==> config.mk <==
export PLATFORM = sky130hd
export DESIGN_NAME = srb_dev_flat
export DESIGN_NICKNAME = d
export VERILOG_FILES = /design/src/hw/srb_pkg.sv /design/src/hw/srb_link_if.sv /design/src/hw/srb_dev.sv /design/src/flat_wrapper.sv
export VERILOG_INCLUDE_DIRS = /design/src /design/src/hw
export SDC_FILE = /design/constraint.sdc
export NUM_CORES = 1
export LEC_CHECK = 0
export BUFFER_PORTS_ARGS = -buffer_cell sky130_fd_sc_hd__clkbuf_2
export CORE_MARGIN = 2
export CORE_UTILIZATION = 40
export CTS_CLUSTER_DIAMETER = 80
export CTS_CLUSTER_SIZE = 30
export DETAILED_ROUTE_END_ITERATION = 10
export SLEW_MARGIN = 30
export SYNTH_ARGS = -nofsm -noshare
export SYNTH_HDL_FRONTEND = slang
export SYNTH_SLANG_ARGS = --single-unit
export TNS_END_PERCENT = 20
==> constraint.sdc <==
create_clock -name pclk -period 3.5 [get_ports pclk]
set_input_delay 0.525 -clock pclk [delete_from_list [all_inputs] [get_ports pclk]]
set_output_delay 0.525 -clock pclk [all_outputs]
set_load 0.03 [all_outputs]
==> src/hw/srb_defines.svh <==
`ifndef SRB_DEFINES_SVH
`define SRB_DEFINES_SVH

// Command opcodes.
`define SRB_OP_XFER_BUF1 8'h53
`define SRB_OP_XFER_BUF2 8'h55
`define SRB_OP_CMP_BUF1 8'h60
`define SRB_OP_CMP_BUF2 8'h61
`define SRB_OP_RESUME 8'hd0
`define SRB_OP_SUSPEND 8'hb0
`define SRB_OP_STATUS 8'hd7

// Status byte fields.
`define SRB_ST_READY_BIT 7
`define SRB_ST_CMP_BIT 6
`define SRB_ST_ES_BIT 2
`define SRB_ST_PS2_BIT 1
`define SRB_ST_PS1_BIT 0

// Internal operation times in ns and their cycle counts at 4 ns.
`define SRB_CLK_NS 4
`define SRB_RESUME_LATENCY_NS 400
`define SRB_COPY_TIME_NS 800
`define SRB_COMPARE_TIME_NS 800
`define SRB_PROGRAM_TIME_NS 4000
`define SRB_ERASE_TIME_NS 8000
`define SRB_RESUME_CYC (`SRB_RESUME_LATENCY_NS / `SRB_CLK_NS)
`define SRB_COPY_CYC (`SRB_COPY_TIME_NS / `SRB_CLK_NS)
`define SRB_COMPARE_CYC (`SRB_COMPARE_TIME_NS / `SRB_CLK_NS)
`define SRB_PROGRAM_CYC (`SRB_PROGRAM_TIME_NS / `SRB_CLK_NS)
`define SRB_ERASE_CYC (`SRB_ERASE_TIME_NS / `SRB_CLK_NS)

// Host serial clock: half period in pclk cycles (160 ns period).
`define SRB_SCK_HALF_CYC 20

// Host APB register offsets and reset values.
`define SRB_REG_CMD 12'h000
`define SRB_REG_ADDR 12'h004
`define SRB_REG_STAT 12'h008
`define SRB_REG_INT_STATUS 12'h00c
`define SRB_REG_INT_MASK 12'h010
`define SRB_INT_DONE_BIT 0
`define SRB_INT_MASK_RST 32'h0000_0000

`endif

==> src/hw/srb_pkg.sv <==
package srb_pkg;
    typedef enum logic [2:0] {
        DEV_IDLE,
        DEV_PROG,
        DEV_ERASE,
        DEV_RESUMING,
        DEV_XFER,
        DEV_CMP
    } srb_dev_state_e;

    typedef enum logic [1:0] {
        HST_IDLE,
        HST_SETUP,
        HST_SHIFT,
        HST_GAP
    } srb_host_state_e;

    typedef logic [15:0] srb_cnt_t;
endpackage

==> src/hw/srb_link_if.sv <==
`timescale 1ns/1ps
`default_nettype none
interface srb_link_if;
    logic cs_n;
    logic sck;
    logic si;
    logic so;

    modport dev (input cs_n, input sck, input si, output so);
    modport host (output cs_n, output sck, output si, input so);
endinterface
`default_nettype wire

==> src/hw/srb_dev.sv <==
`timescale 1ns/1ps
`default_nettype none
`include "srb_defines.svh"

module srb_dev (
    // Clock and reset.
    input wire logic pclk,
    input wire logic presetn,
    // Serial link.
    srb_link_if.dev link,
    // Array side.
    input wire logic prog_start,
    input wire logic prog_buf,
    input wire logic erase_start,
    input wire logic page_differs,
    output logic [23:0] page_addr,
    output logic sel_buf,
    output logic xfer_go,
    output logic cmp_go,
    output logic busy,
    output logic [7:0] status
);
    logic [1:0] cs_sync_r, sck_sync_r, si_sync_r;
    logic cs_d_r, sck_d_r;
    logic [31:0] shift_r;
    logic [5:0] nbits_r;
    logic [7:0] out_r;
    srb_pkg::srb_dev_state_e state_r;
    srb_pkg::srb_cnt_t cnt_r, prog_left_r, erase_left_r;
    logic ps1_r, ps2_r, es_r, prog_buf_r, res_prog_r, cmp_fail_r;
    logic [23:0] page_addr_r;
    logic sel_buf_r, xfer_go_r, cmp_go_r;

    wire cs_n_s = cs_sync_r[1];
    wire sck_s = sck_sync_r[1];
    wire si_s = si_sync_r[1];
    wire sck_rise = sck_s & ~sck_d_r & ~cs_n_s;
    wire sck_fall = ~sck_s & sck_d_r & ~cs_n_s;
    wire cs_rise = cs_n_s & ~cs_d_r;
    wire cs_fall = ~cs_n_s & cs_d_r;
    wire [7:0] opcode = shift_r[31:24];
    wire [7:0] opcode_now = {shift_r[6:0], si_s};
    wire has_addr = (nbits_r == 6'd32);
    wire has_op = (nbits_r == 6'd8);
    wire idle = (state_r == srb_pkg::DEV_IDLE);
    wire done = (cnt_r == 16'h0001);
    wire any_susp = ps1_r | ps2_r | es_r;

    // A buffer that holds a suspended program must not be overwritten or used.
    function automatic logic buf_blocked(input logic b, input logic p1, input logic p2);
        buf_blocked = b ? p2 : p1;
    endfunction

    wire is_xfer = (opcode == `SRB_OP_XFER_BUF1) || (opcode == `SRB_OP_XFER_BUF2);
    wire is_cmp = (opcode == `SRB_OP_CMP_BUF1) || (opcode == `SRB_OP_CMP_BUF2);
    wire op_buf = (opcode == `SRB_OP_XFER_BUF2) || (opcode == `SRB_OP_CMP_BUF2);
    // The opcode sits in the top byte only after all 32 bits; after 8 bits it is the low byte.
    wire [7:0] short_op = shift_r[7:0];
    wire do_xfer = cs_rise & has_addr & is_xfer & idle & ~buf_blocked(op_buf, ps1_r, ps2_r);
    wire do_cmp = cs_rise & has_addr & is_cmp & idle & ~buf_blocked(op_buf, ps1_r, ps2_r);
    wire do_resume = cs_rise & has_op & (short_op == `SRB_OP_RESUME) & idle & any_susp;
    wire do_suspend = cs_rise & has_op & (short_op == `SRB_OP_SUSPEND)
        & ((state_r == srb_pkg::DEV_PROG) | (state_r == srb_pkg::DEV_ERASE));
    wire take_prog = prog_start & idle & ~ps1_r & ~ps2_r;
    wire take_erase = erase_start & idle & ~any_susp;

    wire [7:0] status_now;
    assign status_now[`SRB_ST_READY_BIT] = idle;
    assign status_now[`SRB_ST_CMP_BIT] = cmp_fail_r;
    assign status_now[5:3] = 3'h0;
    assign status_now[`SRB_ST_ES_BIT] = es_r;
    assign status_now[`SRB_ST_PS2_BIT] = ps2_r;
    assign status_now[`SRB_ST_PS1_BIT] = ps1_r;

    // Link pins come from another clock domain.
    always_ff @(posedge pclk or negedge presetn) begin
        if (!presetn) begin
            cs_sync_r <= 2'h3;
            sck_sync_r <= 2'h0;
            si_sync_r <= 2'h0;
            cs_d_r <= 1'b1;
            sck_d_r <= 1'b0;
        end else begin
            cs_sync_r <= {cs_sync_r[0], link.cs_n};
            sck_sync_r <= {sck_sync_r[0], link.sck};
            si_sync_r <= {si_sync_r[0], link.si};
            cs_d_r <= cs_n_s;
            sck_d_r <= sck_s;
        end
    end

    // Command shifter; a status read answers from the bit after the opcode.
    always_ff @(posedge pclk or negedge presetn) begin
        if (!presetn) begin
            shift_r <= 32'h0000_0000;
            nbits_r <= 6'h00;
            out_r <= 8'h00;
        end else if (cs_fall) begin
            nbits_r <= 6'h00;
        end else if (sck_rise) begin
            shift_r <= {shift_r[30:0], si_s};
            if (nbits_r != 6'h3f) begin
                nbits_r <= nbits_r + 6'h01;
            end
            if (nbits_r == 6'd7 && opcode_now == `SRB_OP_STATUS) begin
                out_r <= status_now;
            end
        end else if (sck_fall && nbits_r > 6'd8) begin
            out_r <= {out_r[6:0], 1'b0};
        end
    end

    // Operation sequencer.
    always_ff @(posedge pclk or negedge presetn) begin
        if (!presetn) begin
            state_r <= srb_pkg::DEV_IDLE;
            cnt_r <= 16'h0000;
            prog_left_r <= 16'h0000;
            erase_left_r <= 16'h0000;
            ps1_r <= 1'b0;
            ps2_r <= 1'b0;
            es_r <= 1'b0;
            prog_buf_r <= 1'b0;
            res_prog_r <= 1'b0;
            cmp_fail_r <= 1'b0;
            page_addr_r <= 24'h00_0000;
            sel_buf_r <= 1'b0;
            xfer_go_r <= 1'b0;
            cmp_go_r <= 1'b0;
        end else begin
            xfer_go_r <= 1'b0;
            cmp_go_r <= 1'b0;
            case (state_r)
                srb_pkg::DEV_IDLE: begin
                    if (do_resume) begin
                        state_r <= srb_pkg::DEV_RESUMING;
                        cnt_r <= 16'(`SRB_RESUME_CYC);
                        res_prog_r <= ps1_r | ps2_r;
                    end else if (do_xfer || do_cmp) begin
                        state_r <= do_xfer ? srb_pkg::DEV_XFER : srb_pkg::DEV_CMP;
                        cnt_r <= do_xfer ? 16'(`SRB_COPY_CYC) : 16'(`SRB_COMPARE_CYC);
                        page_addr_r <= shift_r[23:0];
                        sel_buf_r <= op_buf;
                        xfer_go_r <= do_xfer;
                        cmp_go_r <= do_cmp;
                    end else if (take_prog) begin
                        state_r <= srb_pkg::DEV_PROG;
                        cnt_r <= 16'(`SRB_PROGRAM_CYC);
                        prog_buf_r <= prog_buf;
                    end else if (take_erase) begin
                        state_r <= srb_pkg::DEV_ERASE;
                        cnt_r <= 16'(`SRB_ERASE_CYC);
                    end
                end
                srb_pkg::DEV_PROG, srb_pkg::DEV_ERASE: begin
                    if (do_suspend) begin
                        state_r <= srb_pkg::DEV_IDLE;
                        if (state_r == srb_pkg::DEV_PROG) begin
                            prog_left_r <= cnt_r;
                            ps1_r <= ~prog_buf_r;
                            ps2_r <= prog_buf_r;
                        end else begin
                            erase_left_r <= cnt_r;
                            es_r <= 1'b1;
                        end
                    end else if (done) begin
                        state_r <= srb_pkg::DEV_IDLE;
                    end else begin
                        cnt_r <= cnt_r - 16'h0001;
                    end
                end
                srb_pkg::DEV_RESUMING: begin
                    // Suspend commands fall on the floor here, so the host must wait or poll.
                    if (done) begin
                        if (res_prog_r) begin
                            state_r <= srb_pkg::DEV_PROG;
                            cnt_r <= prog_left_r;
                            ps1_r <= 1'b0;
                            ps2_r <= 1'b0;
                        end else begin
                            state_r <= srb_pkg::DEV_ERASE;
                            cnt_r <= erase_left_r;
                            es_r <= 1'b0;
                        end
                    end else begin
                        cnt_r <= cnt_r - 16'h0001;
                    end
                end
                srb_pkg::DEV_XFER, srb_pkg::DEV_CMP: begin
                    if (done) begin
                        state_r <= srb_pkg::DEV_IDLE;
                        if (state_r == srb_pkg::DEV_CMP) begin
                            cmp_fail_r <= page_differs;
                        end
                    end else begin
                        cnt_r <= cnt_r - 16'h0001;
                    end
                end
                default: begin
                    state_r <= srb_pkg::DEV_IDLE;
                end
            endcase
        end
    end

    assign link.so = out_r[7];
    assign page_addr = page_addr_r;
    assign sel_buf = sel_buf_r;
    assign xfer_go = xfer_go_r;
    assign cmp_go = cmp_go_r;
    assign busy = ~idle;
    assign status = status_now;
endmodule
`default_nettype wire

==> src/flat_wrapper.sv <==
// flat-port wrapper written by rule: the top's interface ports become plain ports
module srb_dev_flat 
  (pclk, presetn, prog_start, prog_buf, erase_start, page_differs, page_addr, sel_buf, xfer_go, cmp_go, busy, status, link_cs_n, link_sck, link_si, link_so);
  srb_link_if link_i ();
  input wire logic pclk;
  input wire logic presetn;
  input wire logic prog_start;
  input wire logic prog_buf;
  input wire logic erase_start;
  input wire logic page_differs;
  output logic [23:0] page_addr;
  output logic sel_buf;
  output logic xfer_go;
  output logic cmp_go;
  output logic busy;
  output logic [7:0] status;
  input wire logic [$bits(link_i.cs_n)-1:0] link_cs_n;
  input wire logic [$bits(link_i.sck)-1:0] link_sck;
  input wire logic [$bits(link_i.si)-1:0] link_si;
  output wire logic [$bits(link_i.so)-1:0] link_so;
  assign link_i.cs_n = link_cs_n;
  assign link_i.sck = link_sck;
  assign link_i.si = link_si;
  assign link_so = link_i.so;
  srb_dev u_core (.pclk(pclk), .presetn(presetn), .link(link_i), .prog_start(prog_start), .prog_buf(prog_buf), .erase_start(erase_start), .page_differs(page_differs), .page_addr(page_addr), .sel_buf(sel_buf), .xfer_go(xfer_go), .cmp_go(cmp_go), .busy(busy), .status(status));
endmodule
======== Yosys cells after proc, flatten, opt, wreduce, memory -nomap -nowiden ========
Index checks and enable logic that the tools add are counted.
cells by class
  add/subtract/negate cells ............... 2
  equality and inequality tests ........... 26
  order comparisons ....................... 1
  reductions and logical operators ........ 27
  muxes and demuxes ....................... 45
  bitwise operators ....................... 41
operators with widths
  operator                                                               number
  16-bit two-way mux                                                     8
  16-bit case mux with 4 select lines                                    1
  8-bit by 7-bit == test with 1-bit output (second input constant)       4
  1-bit bitwise AND                                                      24
  8-bit == test (second input constant)                                  3
  8-bit two-way mux                                                      3
  3-bit two-way mux                                                      7
  1-bit two-way mux                                                      18
  6-bit two-way mux                                                      3
  3-bit AND reduction                                                    6
  16-bit by 1-bit == test with 1-bit output (second input constant)      1
  16-bit by 1-bit subtractor with 16-bit output (second input constant)  1
  1-bit NOT                                                              14
  3-bit case mux with 4 select lines                                     1
  5-bit AND reduction                                                    2
  2-bit by 1-bit != test with 1-bit output (second input constant)       4
  2-bit != test (second input constant)                                  4
  2-bit AND reduction                                                    4
  2-bit nonzero test                                                     4
  6-bit by 1-bit adder with 6-bit output (second input constant)         1
  3-bit by 2-bit == test with 1-bit output (second input constant)       2
  3-bit == test (second input constant)                                  2
  6-bit by 3-bit == test with 1-bit output (second input constant)       1
  6-bit by 4-bit == test with 1-bit output (second input constant)       1
  14 further kinds                                                       23
storage, ports and cells
  output and inout bits ................... 37
  word-level logic and storage cells ...... 164
  flip-flop bits (word level) ............. 138

======== Logic depth before layout (Yosys ltp) ========
Gate-level depths: netlist of the first run.
  word-level depth ........................ 10
  mapped depth ............................ 10
  depth with buffers taken out ............ 8

======== Worst setup path after synthesis of the first run ========
No wires, ideal clock.
  path type ............................... register to register
  start point ............................. register u_core.nbits_r[0]
  end point ............................... register u_core.erase_left_r[10]
  setup slack ............................. 0.758 ns
  arrival time ............................ 2.617 ns
  stages on the path, launching flop included .. 9
  period minus slack after synthesis ...... 2.742 ns
  cell sequence ........................... dfrtp_1 -> inv_1 -> ha_1 -> nor4bb_1 -> and4_1 -> nand4b_1 -> nor3_1 -> buf_2 -> mux2_2
on the way
  longest elaborated chain between the ends .. 5
ends and longest elaborated chain
  element                                   line            source
  start, declared                           srb_dev.sv:26   logic [5:0] nbits_r;
  start signal, assigned                    srb_dev.sv:103  nbits_r <= nbits_r + 6'h01;
  6-bit by 4-bit == test with 1-bit output  srb_dev.sv:44   wire has_op = (nbits_r == 6'd8);
  1-bit bitwise AND (3 in series)           srb_dev.sv:62   wire do_suspend = cs_rise & has_op & (short_op == `SRB_OP_SUSPEND)
  3-bit AND reduction (no line)             -
  end signal, assigned                      srb_dev.sv:163  erase_left_r <= cnt_r;
  end, declared                             srb_dev.sv:29   srb_pkg::srb_cnt_t cnt_r, prog_left_r, erase_left_r;
No other way between the ends.
A chain may end at the register's enable or synchronous reset.

======== Worst setup path after layout of the first run ========
  start point ............................. register u_core.nbits_r[0]
  end point ............................... register u_core.cnt_r[3]
on the way
  longest elaborated chain between the ends .. 9
  elaborated cells on any way between the ends .. 22
  classes of those cells .................. eq/ne: 4; mux: 3; bitwise: 13; reduce/logical: 2
ends and longest elaborated chain
  element                                             line                          source
  6-bit == test                                       srb_dev.sv:43                 wire has_addr = (nbits_r == 6'd32);
  1-bit bitwise AND                                   srb_dev.sv:59, srb_dev.sv:60
  1-bit bitwise AND (on tied branches) (3 in series)  srb_dev.sv:59, srb_dev.sv:60
  1-bit logical OR                                    srb_dev.sv:139                end else if (do_xfer || do_cmp) begin
  16-bit two-way mux                                  srb_dev.sv:139
  16-bit two-way mux                                  srb_dev.sv:135                if (do_resume) begin
  16-bit case mux with 4 select lines                 srb_dev.sv:133                case (state_r)
  end signal, assigned                                srb_dev.sv:137                cnt_r <= 16'(`SRB_RESUME_CYC);
  end signal, assigned                                srb_dev.sv:141                cnt_r <= do_xfer ? 16'(`SRB_COPY_CYC) : 16'(`SRB_COMPARE_CYC);
  end signal, assigned                                srb_dev.sv:148                cnt_r <= 16'(`SRB_PROGRAM_CYC);
  end, declared                                       srb_dev.sv:29
Parallel ways exist; a longest one is shown, timed or not.

==> results.ini, run 1 <==
[outcome]
status=completed

[worst_setup_path]
timing.critical_path.max_delay_family=simple AND/OR/NAND/NOR gates
worstReg2RegEnd=u_core.cnt_r[3]
ff2ff_path_depth=8
critPathCaptureType=flop
startpoint_type=flop
path_buf_inv=1
crit-reg2reg-launch=u_core.nbits_r[0]
timing.critical_path.fanout_max=17
critical-path-max-stage-delay_ns=0.60
cp_slowest_cell=sky130_fd_sc_hd__nor4bb_1
worst_ep_arrival_time_ns=3.45
path_cells=inv_1 -> ha_1 -> nor4bb_1 -> and4_1 -> nor4b_1 -> and4b_1 -> nor2_1 -> mux2_2
crit_required_ns=3.81
path_class=reg2reg
reg2reg_setup_slack_ns=0.35

[route]
drt-vias-per-instance=5.32
drc=0
routed_wl_um=12900
detail_route.wl_per_cell_um=15.9
drt_pass1_iterations=5
count_of_routing_violations_after_the_opening_detailed_route_iteration=229
routed-via-count=4322
ant_nets=0

[yosys]
yosys_most_used_dff=sky130_fd_sc_hd__dfrtp_1
synth_common_cells=sky130_fd_sc_hd__dfrtp_1 (135), sky130_fd_sc_hd__mux2_2 (92), sky130_fd_sc_hd__nor2_1 (41)
netlist_instances=543
syn_avg_cell_area_um2=11.7
synth_area_um2=6340
synth_seq_cells=138
yosys_warnings=0
yosysMostFrequentCell=sky130_fd_sc_hd__dfrtp_1
synth_async_sr_flop_share=1.00
netlist_top_cells_area=sky130_fd_sc_hd__dfrtp_1 (53%), sky130_fd_sc_hd__mux2_2 (16%), sky130_fd_sc_hd__mux2i_1 (3.0%)
synth_sequential_area_ratio=0.545
synth_top_area_cell=sky130_fd_sc_hd__dfrtp_1
yosysTopAreaCellShare=0.533
synth_enable_flop_cells=0
ys_types=55

[sta]
clock_skew_ns=0.00741
finalSetupViolCount=0
slew_violations=0
timing.fmax_mhz=318
layout_worst_path_cycle_share=0.899
accumulated_negative_setup_slack_ns=0
grt_setup_unrepaired=false
finalWorstPathRequiredPeriod_ns=3.15
report.final.hold_viol_count=0
hold-worst-slack_ns=0.180
worst_slew_margin_rel=0.463
max_slew.worst_pin.slew_ns=0.806

[clock_tree]
cts-root-buf=sky130_fd_sc_hd__clkbuf_16
h-tree-depth=4
worstSkewPairLatency_ns=0.42
clkSinkCount=138
cts.repair_timing.setup_buffer_count=0
cts.hold.buffers_added=0
cts-resized-gates=0
max-clock-path-buffers=2
path_clk_slew_ns=0.06
cts_inserted_buffers=17
cts_tree=yes

[placed_design]
post-dp-hpwl_um=8650
globalplace.congestion=0.826
io_buffers=42

[global_routing]
antenna_found_initial=0
first_global_vias=4372
grt_pass1_wl_um=21900
grt_overflow=0
global_route.usage.total=0.168
grt_max_degree=104

[die]
io_pins=46
design.core.area_um2=15700
row_count=46
initial_core_util=0.404
fp.dieW_um=130
die_area_um2=16900
die_h_um=130

[final_layout]
share_of_post_route_cells_with_drive_strength_above_1=0.308
synthToLayoutAreaGrowth_pct=15.6
fin_nets=597
n_antenna_cell=0

[worst_hold_path]
hold_path.startpoint=link_cs_n
endpoint_of_the_worst_hold_timing_path=u_core.cs_sync_r[0]
hold_path_depth=1
holdCritPathClass=in2reg

[power_and_ir_drop]
ir_worst_vdd_mv=0.346
static-leakage-power_nw=3.35
power.density_nw_per_um2=479

[flow_run]
maxCapViolCount=0

-- cells in the final DEF (no fill, tap or decap), types with 3 or more instances in the layout --
cell                        Yosys  layout
sky130_fd_sc_hd__a21oi_1       19      19
sky130_fd_sc_hd__a31oi_1        8       8
sky130_fd_sc_hd__and3_1         3       3
sky130_fd_sc_hd__buf_4          9      10
sky130_fd_sc_hd__clkbuf_16      0      17
sky130_fd_sc_hd__clkbuf_2       0      41
sky130_fd_sc_hd__clkinv_4       0       6
sky130_fd_sc_hd__conb_1         1       3
sky130_fd_sc_hd__dfrtp_1      135     135
sky130_fd_sc_hd__dfstp_2        3       3
sky130_fd_sc_hd__ha_1           4       4
sky130_fd_sc_hd__inv_1         10      10
sky130_fd_sc_hd__mux2_2        92      92
sky130_fd_sc_hd__mux2i_1       19      19
sky130_fd_sc_hd__nand2_1       34      34
sky130_fd_sc_hd__nand2b_1       5       5
sky130_fd_sc_hd__nand3_1        6       6
sky130_fd_sc_hd__nand4_1        6       6
sky130_fd_sc_hd__nand4b_1       4       4
sky130_fd_sc_hd__nor2_1        41      40
sky130_fd_sc_hd__nor2b_1        5       5
sky130_fd_sc_hd__nor3_1        12      11
sky130_fd_sc_hd__nor3b_1        5       5
sky130_fd_sc_hd__nor4_1         6       6
sky130_fd_sc_hd__nor4b_1        4       4
sky130_fd_sc_hd__o21ai_0       28      28
sky130_fd_sc_hd__o21ai_1        7       7
sky130_fd_sc_hd__o22ai_1        8       8
sky130_fd_sc_hd__o31ai_1        7       7
sky130_fd_sc_hd__xnor2_1        3       3
sky130_fd_sc_hd__xor2_1         7       7
-- worst max-delay path by stage --
stage	start	slack [ns]	cells after the start	to
6_report	u_core.nbits_r[0]	0.35	8	u_core.cnt_r[3]
5_1_grt	u_core.nbits_r[0]	0.09	8	u_core.cnt_r[2]
4_1_cts	u_core.nbits_r[0]	0.39	8	u_core.cnt_r[3]
3_5_place_dp	u_core.nbits_r[0]	0.41	8	u_core.cnt_r[3]
3_3_place_gp	u_core.nbits_r[0]	0.50	8	u_core.cnt_r[2]
2_1_floorplan	u_core.nbits_r[0]	0.76	8	u_core.erase_left_r[10]
-- cell type report --
cell class                      instances  area, um2
Clock inverter                         13        146
Timing Repair Buffer                   52        294
Clock buffer                           19        433
Multi-Input combinational cell        364       2690
Fill cell                            1444       8380
Sequential cell                       138       3460
Tap cell                              216        270
Inverter                               11       41.3
-- where the power goes --
part | leakage [nW] | switching, mW | internal, mW
sequential | 1.82 | 0.0421 | 1.63
clock | 0.277 | 0.692 | 1.05
combinational | 1.25 | 0.0610 | 0.0385
total | 3.35 | 0.795 | 2.72
-- metal layers --
layer  wire length, um  track usage  share of wire
met5                 0            0              0
met4               258       0.0740          0.020
met3               669       0.0467          0.052
met2              5950        0.253           0.46
met1              6040        0.227           0.47
-- cells by family after synthesis --
group	share of synthesized area
adder cells (fa/ha/maj)	0.00789
other	0.000591
multiplexers	0.193
AO/OA/AOI/OAI	0.0856
XOR/XNOR	0.0138
flip-flops	0.545
AND/OR/NAND/NOR	0.120
buffers and inverters	0.0335
-- per-stage QoR --
| step | power (mW) | std cells | instance area (um2) | utilization | setup WS [ns] |
|---|---|---|---|---|---|
| after floorplan | 1.74 | 545 | 6350 | - | 0.758 |
| final | 3.51 | 813 | 7330 | 0.467 | 0.354 |
| after CTS | 3.56 | 813 | 7330 | 0.466 | 0.389 |
| after global placement | 1.80 | 781 | 6750 | 0.430 | 0.497 |
| after global routing | 3.65 | 813 | 7330 | 0.467 | 0.0913 |
| after detailed placement | 1.80 | 781 | 6750 | 0.430 | 0.409 |
-- state kept, by name, summed over array words and instances (netlist names), 2 cells and up --
name and flops:
u_core.cnt_r 16, u_core.cs_sync_r 2, u_core.erase_left_r 16, u_core.nbits_r 6
u_core.out_r 8, u_core.page_addr 24, u_core.prog_left_r 16, u_core.sck_sync_r 2
u_core.shift_r 32, u_core.si_sync_r 2, u_core.state_r 3
No activity file was read; power rests on OpenSTA's default activity.
==> run 2: changes to the inputs <==
--- a/config.mk
+++ b/config.mk
@@ -6,12 +6,13 @@
 export SDC_FILE = /design/constraint.sdc
 export NUM_CORES = 1
 export LEC_CHECK = 0
-export BUFFER_PORTS_ARGS = -buffer_cell sky130_fd_sc_hd__clkbuf_2
+export BUFFER_PORTS_ARGS = -buffer_cell sky130_fd_sc_hd__buf_4
 export CORE_MARGIN = 2
 export CORE_UTILIZATION = 40
 export CTS_CLUSTER_DIAMETER = 80
 export CTS_CLUSTER_SIZE = 30
 export DETAILED_ROUTE_END_ITERATION = 10
+export PLACE_DENSITY = 0.6
 export SLEW_MARGIN = 30
 export SYNTH_ARGS = -nofsm -noshare
 export SYNTH_HDL_FRONTEND = slang
==> constraint.sdc (replaced) <==
create_clock -name pclk -period 4 [get_ports pclk]
set_input_delay 0.6 -clock pclk [delete_from_list [all_inputs] [get_ports pclk]]
set_output_delay 0.6 -clock pclk [all_outputs]
set_load 0.03 [all_outputs]
==> results.ini, run 2 (same netlist as run 1, synthesis figures left out) <==
[clock_tree]
cts_inserted_buffers=17
cts-resized-gates=0
cts.hold.buffers_added=0
worstSkewPairLatency_ns=0.43
cts-root-buf=sky130_fd_sc_hd__clkbuf_16
max-clock-path-buffers=2
cts.repair_timing.setup_buffer_count=0
cts_tree=yes
path_clk_slew_ns=0.06
h-tree-depth=4
clkSinkCount=138

[worst_setup_path]
path_buf_inv=1
path_class=reg2reg
critPathCaptureType=flop
ff2ff_path_depth=8
worstReg2RegEnd=u_core.cnt_r[3]
path_cells=inv_1 -> ha_1 -> nor4bb_1 -> and4_1 -> nor4b_1 -> and4b_1 -> nor2_1 -> mux2_2
critical_path.startpoint=u_core.nbits_r[0]
crit-reg2reg-launch=u_core.nbits_r[0]
timing.critical_path.max_delay_family=simple AND/OR/NAND/NOR gates
cp_slowest_cell=sky130_fd_sc_hd__nor4bb_1
startpoint_type=flop
reg2reg_setup_slack_ns=0.79
timing.critical_path.fanout_max=17
worst-path-stages=8
crit_path_end=u_core.cnt_r[3]
crit_required_ns=4.31
worst_ep_arrival_time_ns=3.52
critical-path-max-stage-delay_ns=0.60

[route]
drt_pass1_iterations=4
ant_nets=0
routed-via-count=4296
count_of_routing_violations_after_the_opening_detailed_route_iteration=245
drt-vias-per-instance=5.30
detail_route.wl_per_cell_um=16.3
drc=0
routed_wl_um=13200

[die]
io_pins=46
row_count=46
design.core.area_um2=15700
initial_core_util=0.404
die_area_um2=16900
die_h_um=130
fp.dieW_um=130

[sta]
report.final.hold_viol_count=0
slew_violations=0
max_slew.worst_pin.slew_ns=0.843
clock_skew_ns=0.0122
hold-worst-slack_ns=0.279
grt_setup_unrepaired=false
timing.fmax_mhz=312
accumulated_negative_setup_slack_ns=0
finalWorstPathRequiredPeriod_ns=3.21
finalSetupViolCount=0
layout_worst_path_cycle_share=0.802
setup_slack_ns=0.791
worst_slew_margin_rel=0.438

[global_routing]
global_route.usage.total=0.168
grt_overflow=0
first_global_vias=4228
antenna_found_initial=0
grt_pass1_wl_um=22100
grt_max_degree=108

[power_and_ir_drop]
seq_power_share=0.472
power.share.combinational=0.029
net-switching-power_mw=0.709
ir_worst_vdd_mv=0.296
static-leakage-power_nw=3.37
cellInternalPower_mw=2.38
power.share.clock=0.499
switching_share=0.229
power.density_nw_per_um2=417

[placed_design]
post-dp-hpwl_um=8580
globalplace.congestion=0.818
pre_cts_ws_ns=0.863
io_buffers=42

[worst_hold_path]
holdCritPathClass=in2async

[outcome]
status=completed

[final_layout]
fin_nets=594
num-fill-cells=1451
largest_register_ffs=32
finalCoreUtilization=0.472
share_of_post_route_cells_with_drive_strength_above_1=0.308
layout_common_cells=sky130_fd_sc_hd__dfrtp_1 (134), sky130_fd_sc_hd__mux2_2 (92), sky130_fd_sc_hd__buf_4 (48)
largest-register=u_core.shift_r
n_antenna_cell=0
synthToLayoutAreaGrowth_pct=16.9
layout_commonest_cell=sky130_fd_sc_hd__dfrtp_1

[flow_run]
maxCapViolCount=0

[run 2: cell count changes in the layout (fill, tap and decap cells not counted), sizes merged]
cell	delta
clkinv	-2
buf	+38
clkinvlp	+1
clkbuf	-41
inv	+1
[run 2: how the worst min path moves through the flow]
stage	end	cells after the start	slack (ns)	from
3_3_place_gp	u_core.sck_sync_r[1]	0	0.33	u_core.sck_sync_r[0]
6_report	u_core.out_r[6]	1	0.28	presetn
3_5_place_dp	u_core.si_sync_r[1]	0	0.34	u_core.si_sync_r[0]
5_1_grt	u_core.si_sync_r[0]	1	0.26	link_si
4_1_cts	u_core.cs_sync_r[0]	1	0.27	link_cs_n
2_1_floorplan	u_core.cmp_fail_r	0	0.30	presetn
[run 2: metrics by stage]
| step | power (mW) | cell area (um2) | instances |
|---|---|---|---|
| floorplan | 1.52 | 6350 | 545 |
| global placement | 1.57 | 6830 | 778 |
| detailed placement | 1.58 | 6840 | 778 |
| CTS | 3.12 | 7410 | 810 |
| global route | 3.21 | 7420 | 810 |
| finish | 3.09 | 7420 | 810 |
[run 2: power groups by stage]
| stage | Clock (mW) | Combinational, mW | Sequential (mW) |
|---|---|---|---|
| floorplan | 0 | 0.0514 | 1.47 |
| global placement | 0 | 0.0907 | 1.48 |
| detailed placement | 0 | 0.0932 | 1.48 |
| CTS | 1.57 | 0.0930 | 1.46 |
| global route | 1.64 | 0.104 | 1.46 |
| finish | 1.54 | 0.0902 | 1.46 |
[run 2: worst register-to-register path, stage by stage (launching register included)]
cell                       delay, ns
sky130_fd_sc_hd__dfrtp_1        0.42
sky130_fd_sc_hd__inv_1          0.08
sky130_fd_sc_hd__ha_1           0.15
sky130_fd_sc_hd__nor4bb_1       0.60
sky130_fd_sc_hd__and4_1         0.38
sky130_fd_sc_hd__nor4b_1        0.36
sky130_fd_sc_hd__and4b_1        0.46
sky130_fd_sc_hd__nor2_1         0.27
sky130_fd_sc_hd__mux2_2         0.37
[run 2: routing by layer]
layer  wire (um)  track usage  vias to the layer above
li1            -            -                     2022
met1        6190        0.227                     2159
met2        6250        0.261                       99
met3         588       0.0480                       16
met4         199       0.0601                        0
met5           0            0                        -
[run 2: layout make-up]
cell class / instances / area, um2 / area share
sequential: 138 / 3460 / 0.466
multi-input combinational: 364 / 2700 / 0.363
clock buffer: 19 / 433 / 0.0584
timing repair buffer: 49 / 374 / 0.0504
tap: 216 / 270 / 0.0364
clock inverter: 13 / 145 / 0.0196
inverter: 11 / 41.3 / 0.00557
==> run 3: changes to the inputs <==
--- a/config.mk
+++ b/config.mk
@@ -6,6 +6,7 @@
 export SDC_FILE = /design/constraint.sdc
 export NUM_CORES = 1
 export LEC_CHECK = 0
+export ABC_AREA = 1
 export BUFFER_PORTS_ARGS = -buffer_cell sky130_fd_sc_hd__buf_4
 export CORE_MARGIN = 2
 export CORE_UTILIZATION = 40
==> constraint.sdc (replaced) <==
create_clock -name pclk -period 3.3 [get_ports pclk]
set_input_delay 0.495 -clock pclk [delete_from_list [all_inputs] [get_ports pclk]]
set_output_delay 0.495 -clock pclk [all_outputs]
set_load 0.03 [all_outputs]
==> results.ini, run 3 <==
[outcome]
status=completed

[yosys]
netlist_top_cells_area=sky130_fd_sc_hd__dfrtp_1 (52%), sky130_fd_sc_hd__nand2_1 (13%), sky130_fd_sc_hd__o21ai_0 (8.8%)
yosys_most_used_dff=sky130_fd_sc_hd__dfrtp_1
synth_sequential_area_ratio=0.534
ys_types=38
synth_enable_flop_cells=0
synth_top_area_cell=sky130_fd_sc_hd__dfrtp_1
yosysTopAreaCellShare=0.522
synth_async_sr_flop_share=1.00
syn_avg_cell_area_um2=8.22
yosys_warnings=0
synth_area_um2=6470
yosysMostFrequentCell=sky130_fd_sc_hd__nand2_1
netlist_instances=787
synth_common_cells=sky130_fd_sc_hd__nand2_1 (222), sky130_fd_sc_hd__dfrtp_1 (135), sky130_fd_sc_hd__o21ai_0 (114)
synth_seq_cells=138

[final_layout]
postLayoutCellArea_um2=7540
synthToLayoutAreaGrowth_pct=16.6
share_of_post_route_cells_with_drive_strength_above_1=0.146
layout_commonest_cell=sky130_fd_sc_hd__nand2_1
fin_nets=836
num-fill-cells=1529
total_area_of_multi_input_combinational_cells_um2=2500
largest-register=u_core.shift_r
largest_register_ffs=32
layout_common_cells=sky130_fd_sc_hd__nand2_1 (222), sky130_fd_sc_hd__dfrtp_1 (135), sky130_fd_sc_hd__o21ai_0 (114)
final-instance-count-excl-fill=1052
regArea_um2=3460
n_antenna_cell=0

[route]
drc=0
count_of_routing_violations_after_the_opening_detailed_route_iteration=380
drt_pass1_iterations=5
routed_wl_um=13800
ant_nets=0
routed-via-count=4982
drt-vias-per-instance=4.74
detail_route.wl_per_cell_um=13.1

[sta]
worst_slew_margin_rel=0.491
timing.fmax_mhz=411
max_slew.worst_pin.slew_ns=0.758
finalWorstPathRequiredPeriod_ns=2.43
accumulated_negative_setup_slack_ns=0
report.final.hold_viol_count=0
finalSetupViolCount=0
slew_violations=0
grt_setup_unrepaired=false
clock_skew_ns=0.0106
layout_worst_path_cycle_share=0.737

[worst_hold_path]
holdCritPathClass=in2async

[die]
initial_core_util=0.409
design.core.area_um2=15800
die_area_um2=17200
fp.dieW_um=131
die_h_um=131
row_count=46
io_pins=46

[worst_setup_path]
path_cells=inv_1 -> ha_1 -> inv_1 -> nor2_1 -> nand3_1 -> nor2_2 -> nand4_1 -> buf_4 -> nand3_1 -> nor2_1 -> nand2_2 -> inv_2 -> nand2_1 -> nand2_1
crit-reg2reg-launch=u_core.nbits_r[0]
worst_ep_arrival_time_ns=2.74
timing.critical_path.fanout_max=34
crit_required_ns=3.61
startpoint_type=flop
worstReg2RegEnd=u_core.cnt_r[3]
path_class=reg2reg
critical-path-max-stage-delay_ns=0.39
critPathCaptureType=flop
cp_slowest_cell=sky130_fd_sc_hd__dfrtp_1
ff2ff_path_depth=14
reg2reg_setup_slack_ns=0.87

[power_and_ir_drop]
seq_power_share=0.471
power.share.combinational=0.038
net-switching-power_mw=0.954
cellInternalPower_mw=2.78
static-leakage-power_nw=3.61
power.share.clock=0.492
switching_share=0.256
power.density_nw_per_um2=494
ir_worst_vdd_mv=0.354

[clock_tree]
cts.repair_timing.setup_buffer_count=0
worstSkewPairLatency_ns=0.42
h-tree-depth=4
path_clk_slew_ns=0.07
cts_tree=yes
max-clock-path-buffers=2
cts_inserted_buffers=17
clkSinkCount=138
cts.hold.buffers_added=0
cts-root-buf=sky130_fd_sc_hd__clkbuf_16
cts-resized-gates=0

[placed_design]
globalplace.congestion=0.844
placed_cell_area_um2=6960
place_inst=1020
io_buffers=42
post-dp-hpwl_um=9480

[global_routing]
global_route.usage.total=0.175
antenna_found_initial=0
grt_overflow=0
grt_max_degree=72
first_global_vias=4907
grt_pass1_wl_um=24400

[flow_run]
maxCapViolCount=0

==> run 3: worst max-delay path: cells and delay by family (launching register included) <==
family	cells	cell delay, ns
and+or+nand+nor	9	1.15
DFF	1	0.39
adders and majority gates	1	0.17
buffers and inverters	4	0.61
==> run 3: cell families after synthesis <==
kind of cell | synth area share
and+or+nand+nor | 0.232
buffers and inverters | 0.0812
xor gates and xnor gates | 0.0149
other | 0.000579
muxes | 0.00174
AOI/OAI and AO/OA | 0.128
adders and majority gates | 0.00773
DFF | 0.534
==> run 3: worst max path at each step <==
stage / start / end / slack [ns] / cells after the start
after floorplan: u_core.nbits_r[0] / u_core.cnt_r[7] / 1.47 / 15
after global routing: u_core.nbits_r[0] / u_core.cnt_r[5] / 0.59 / 14
after detailed placement: u_core.nbits_r[0] / u_core.cnt_r[3] / 0.89 / 14
after global placement: u_core.nbits_r[0] / u_core.cnt_r[9] / 0.94 / 14
final: u_core.nbits_r[0] / u_core.cnt_r[3] / 0.87 / 14
after CTS: u_core.nbits_r[0] / u_core.cnt_r[8] / 0.87 / 14
==> run 3: layer usage <==
layer | wire length (um) | GRT usage
met1 | 6970 | 0.251
met2 | 6110 | 0.262
met3 | 472 | 0.0436
met4 | 212 | 0.0543
met5 | 0 | 0
==> run 3: cell type report <==
class	instances	share of cell area
Multi-Input combinational cell	525	0.332
Timing Repair Buffer	50	0.0519
Clock inverter	15	0.0207
Clock buffer	17	0.0564
Sequential cell	138	0.458
Tap cell	216	0.0358
Inverter	91	0.0453
==> run 3: through the flow <==
step | utilization | hold WS [ns] | power (mW) | setup WS, ns
floorplan | - | 0.199 | 1.86 | 1.47
global placement | 0.440 | 0.341 | 1.93 | 0.944
detailed placement | 0.440 | 0.338 | 1.93 | 0.888
CTS | 0.477 | 0.0926 | 3.78 | 0.874
global route | 0.477 | 0.105 | 3.89 | 0.585
finish | 0.477 | 0.0595 | 3.73 | 0.869
==> run 3: power by group through the flow <==
stage	sequential [mW]	combinational, mW	clock (mW)
global route	1.76	0.164	1.97
global placement	1.79	0.143	0
floorplan	1.78	0.0788	0
finish	1.76	0.140	1.83
detailed placement	1.79	0.144	0
CTS	1.75	0.145	1.88
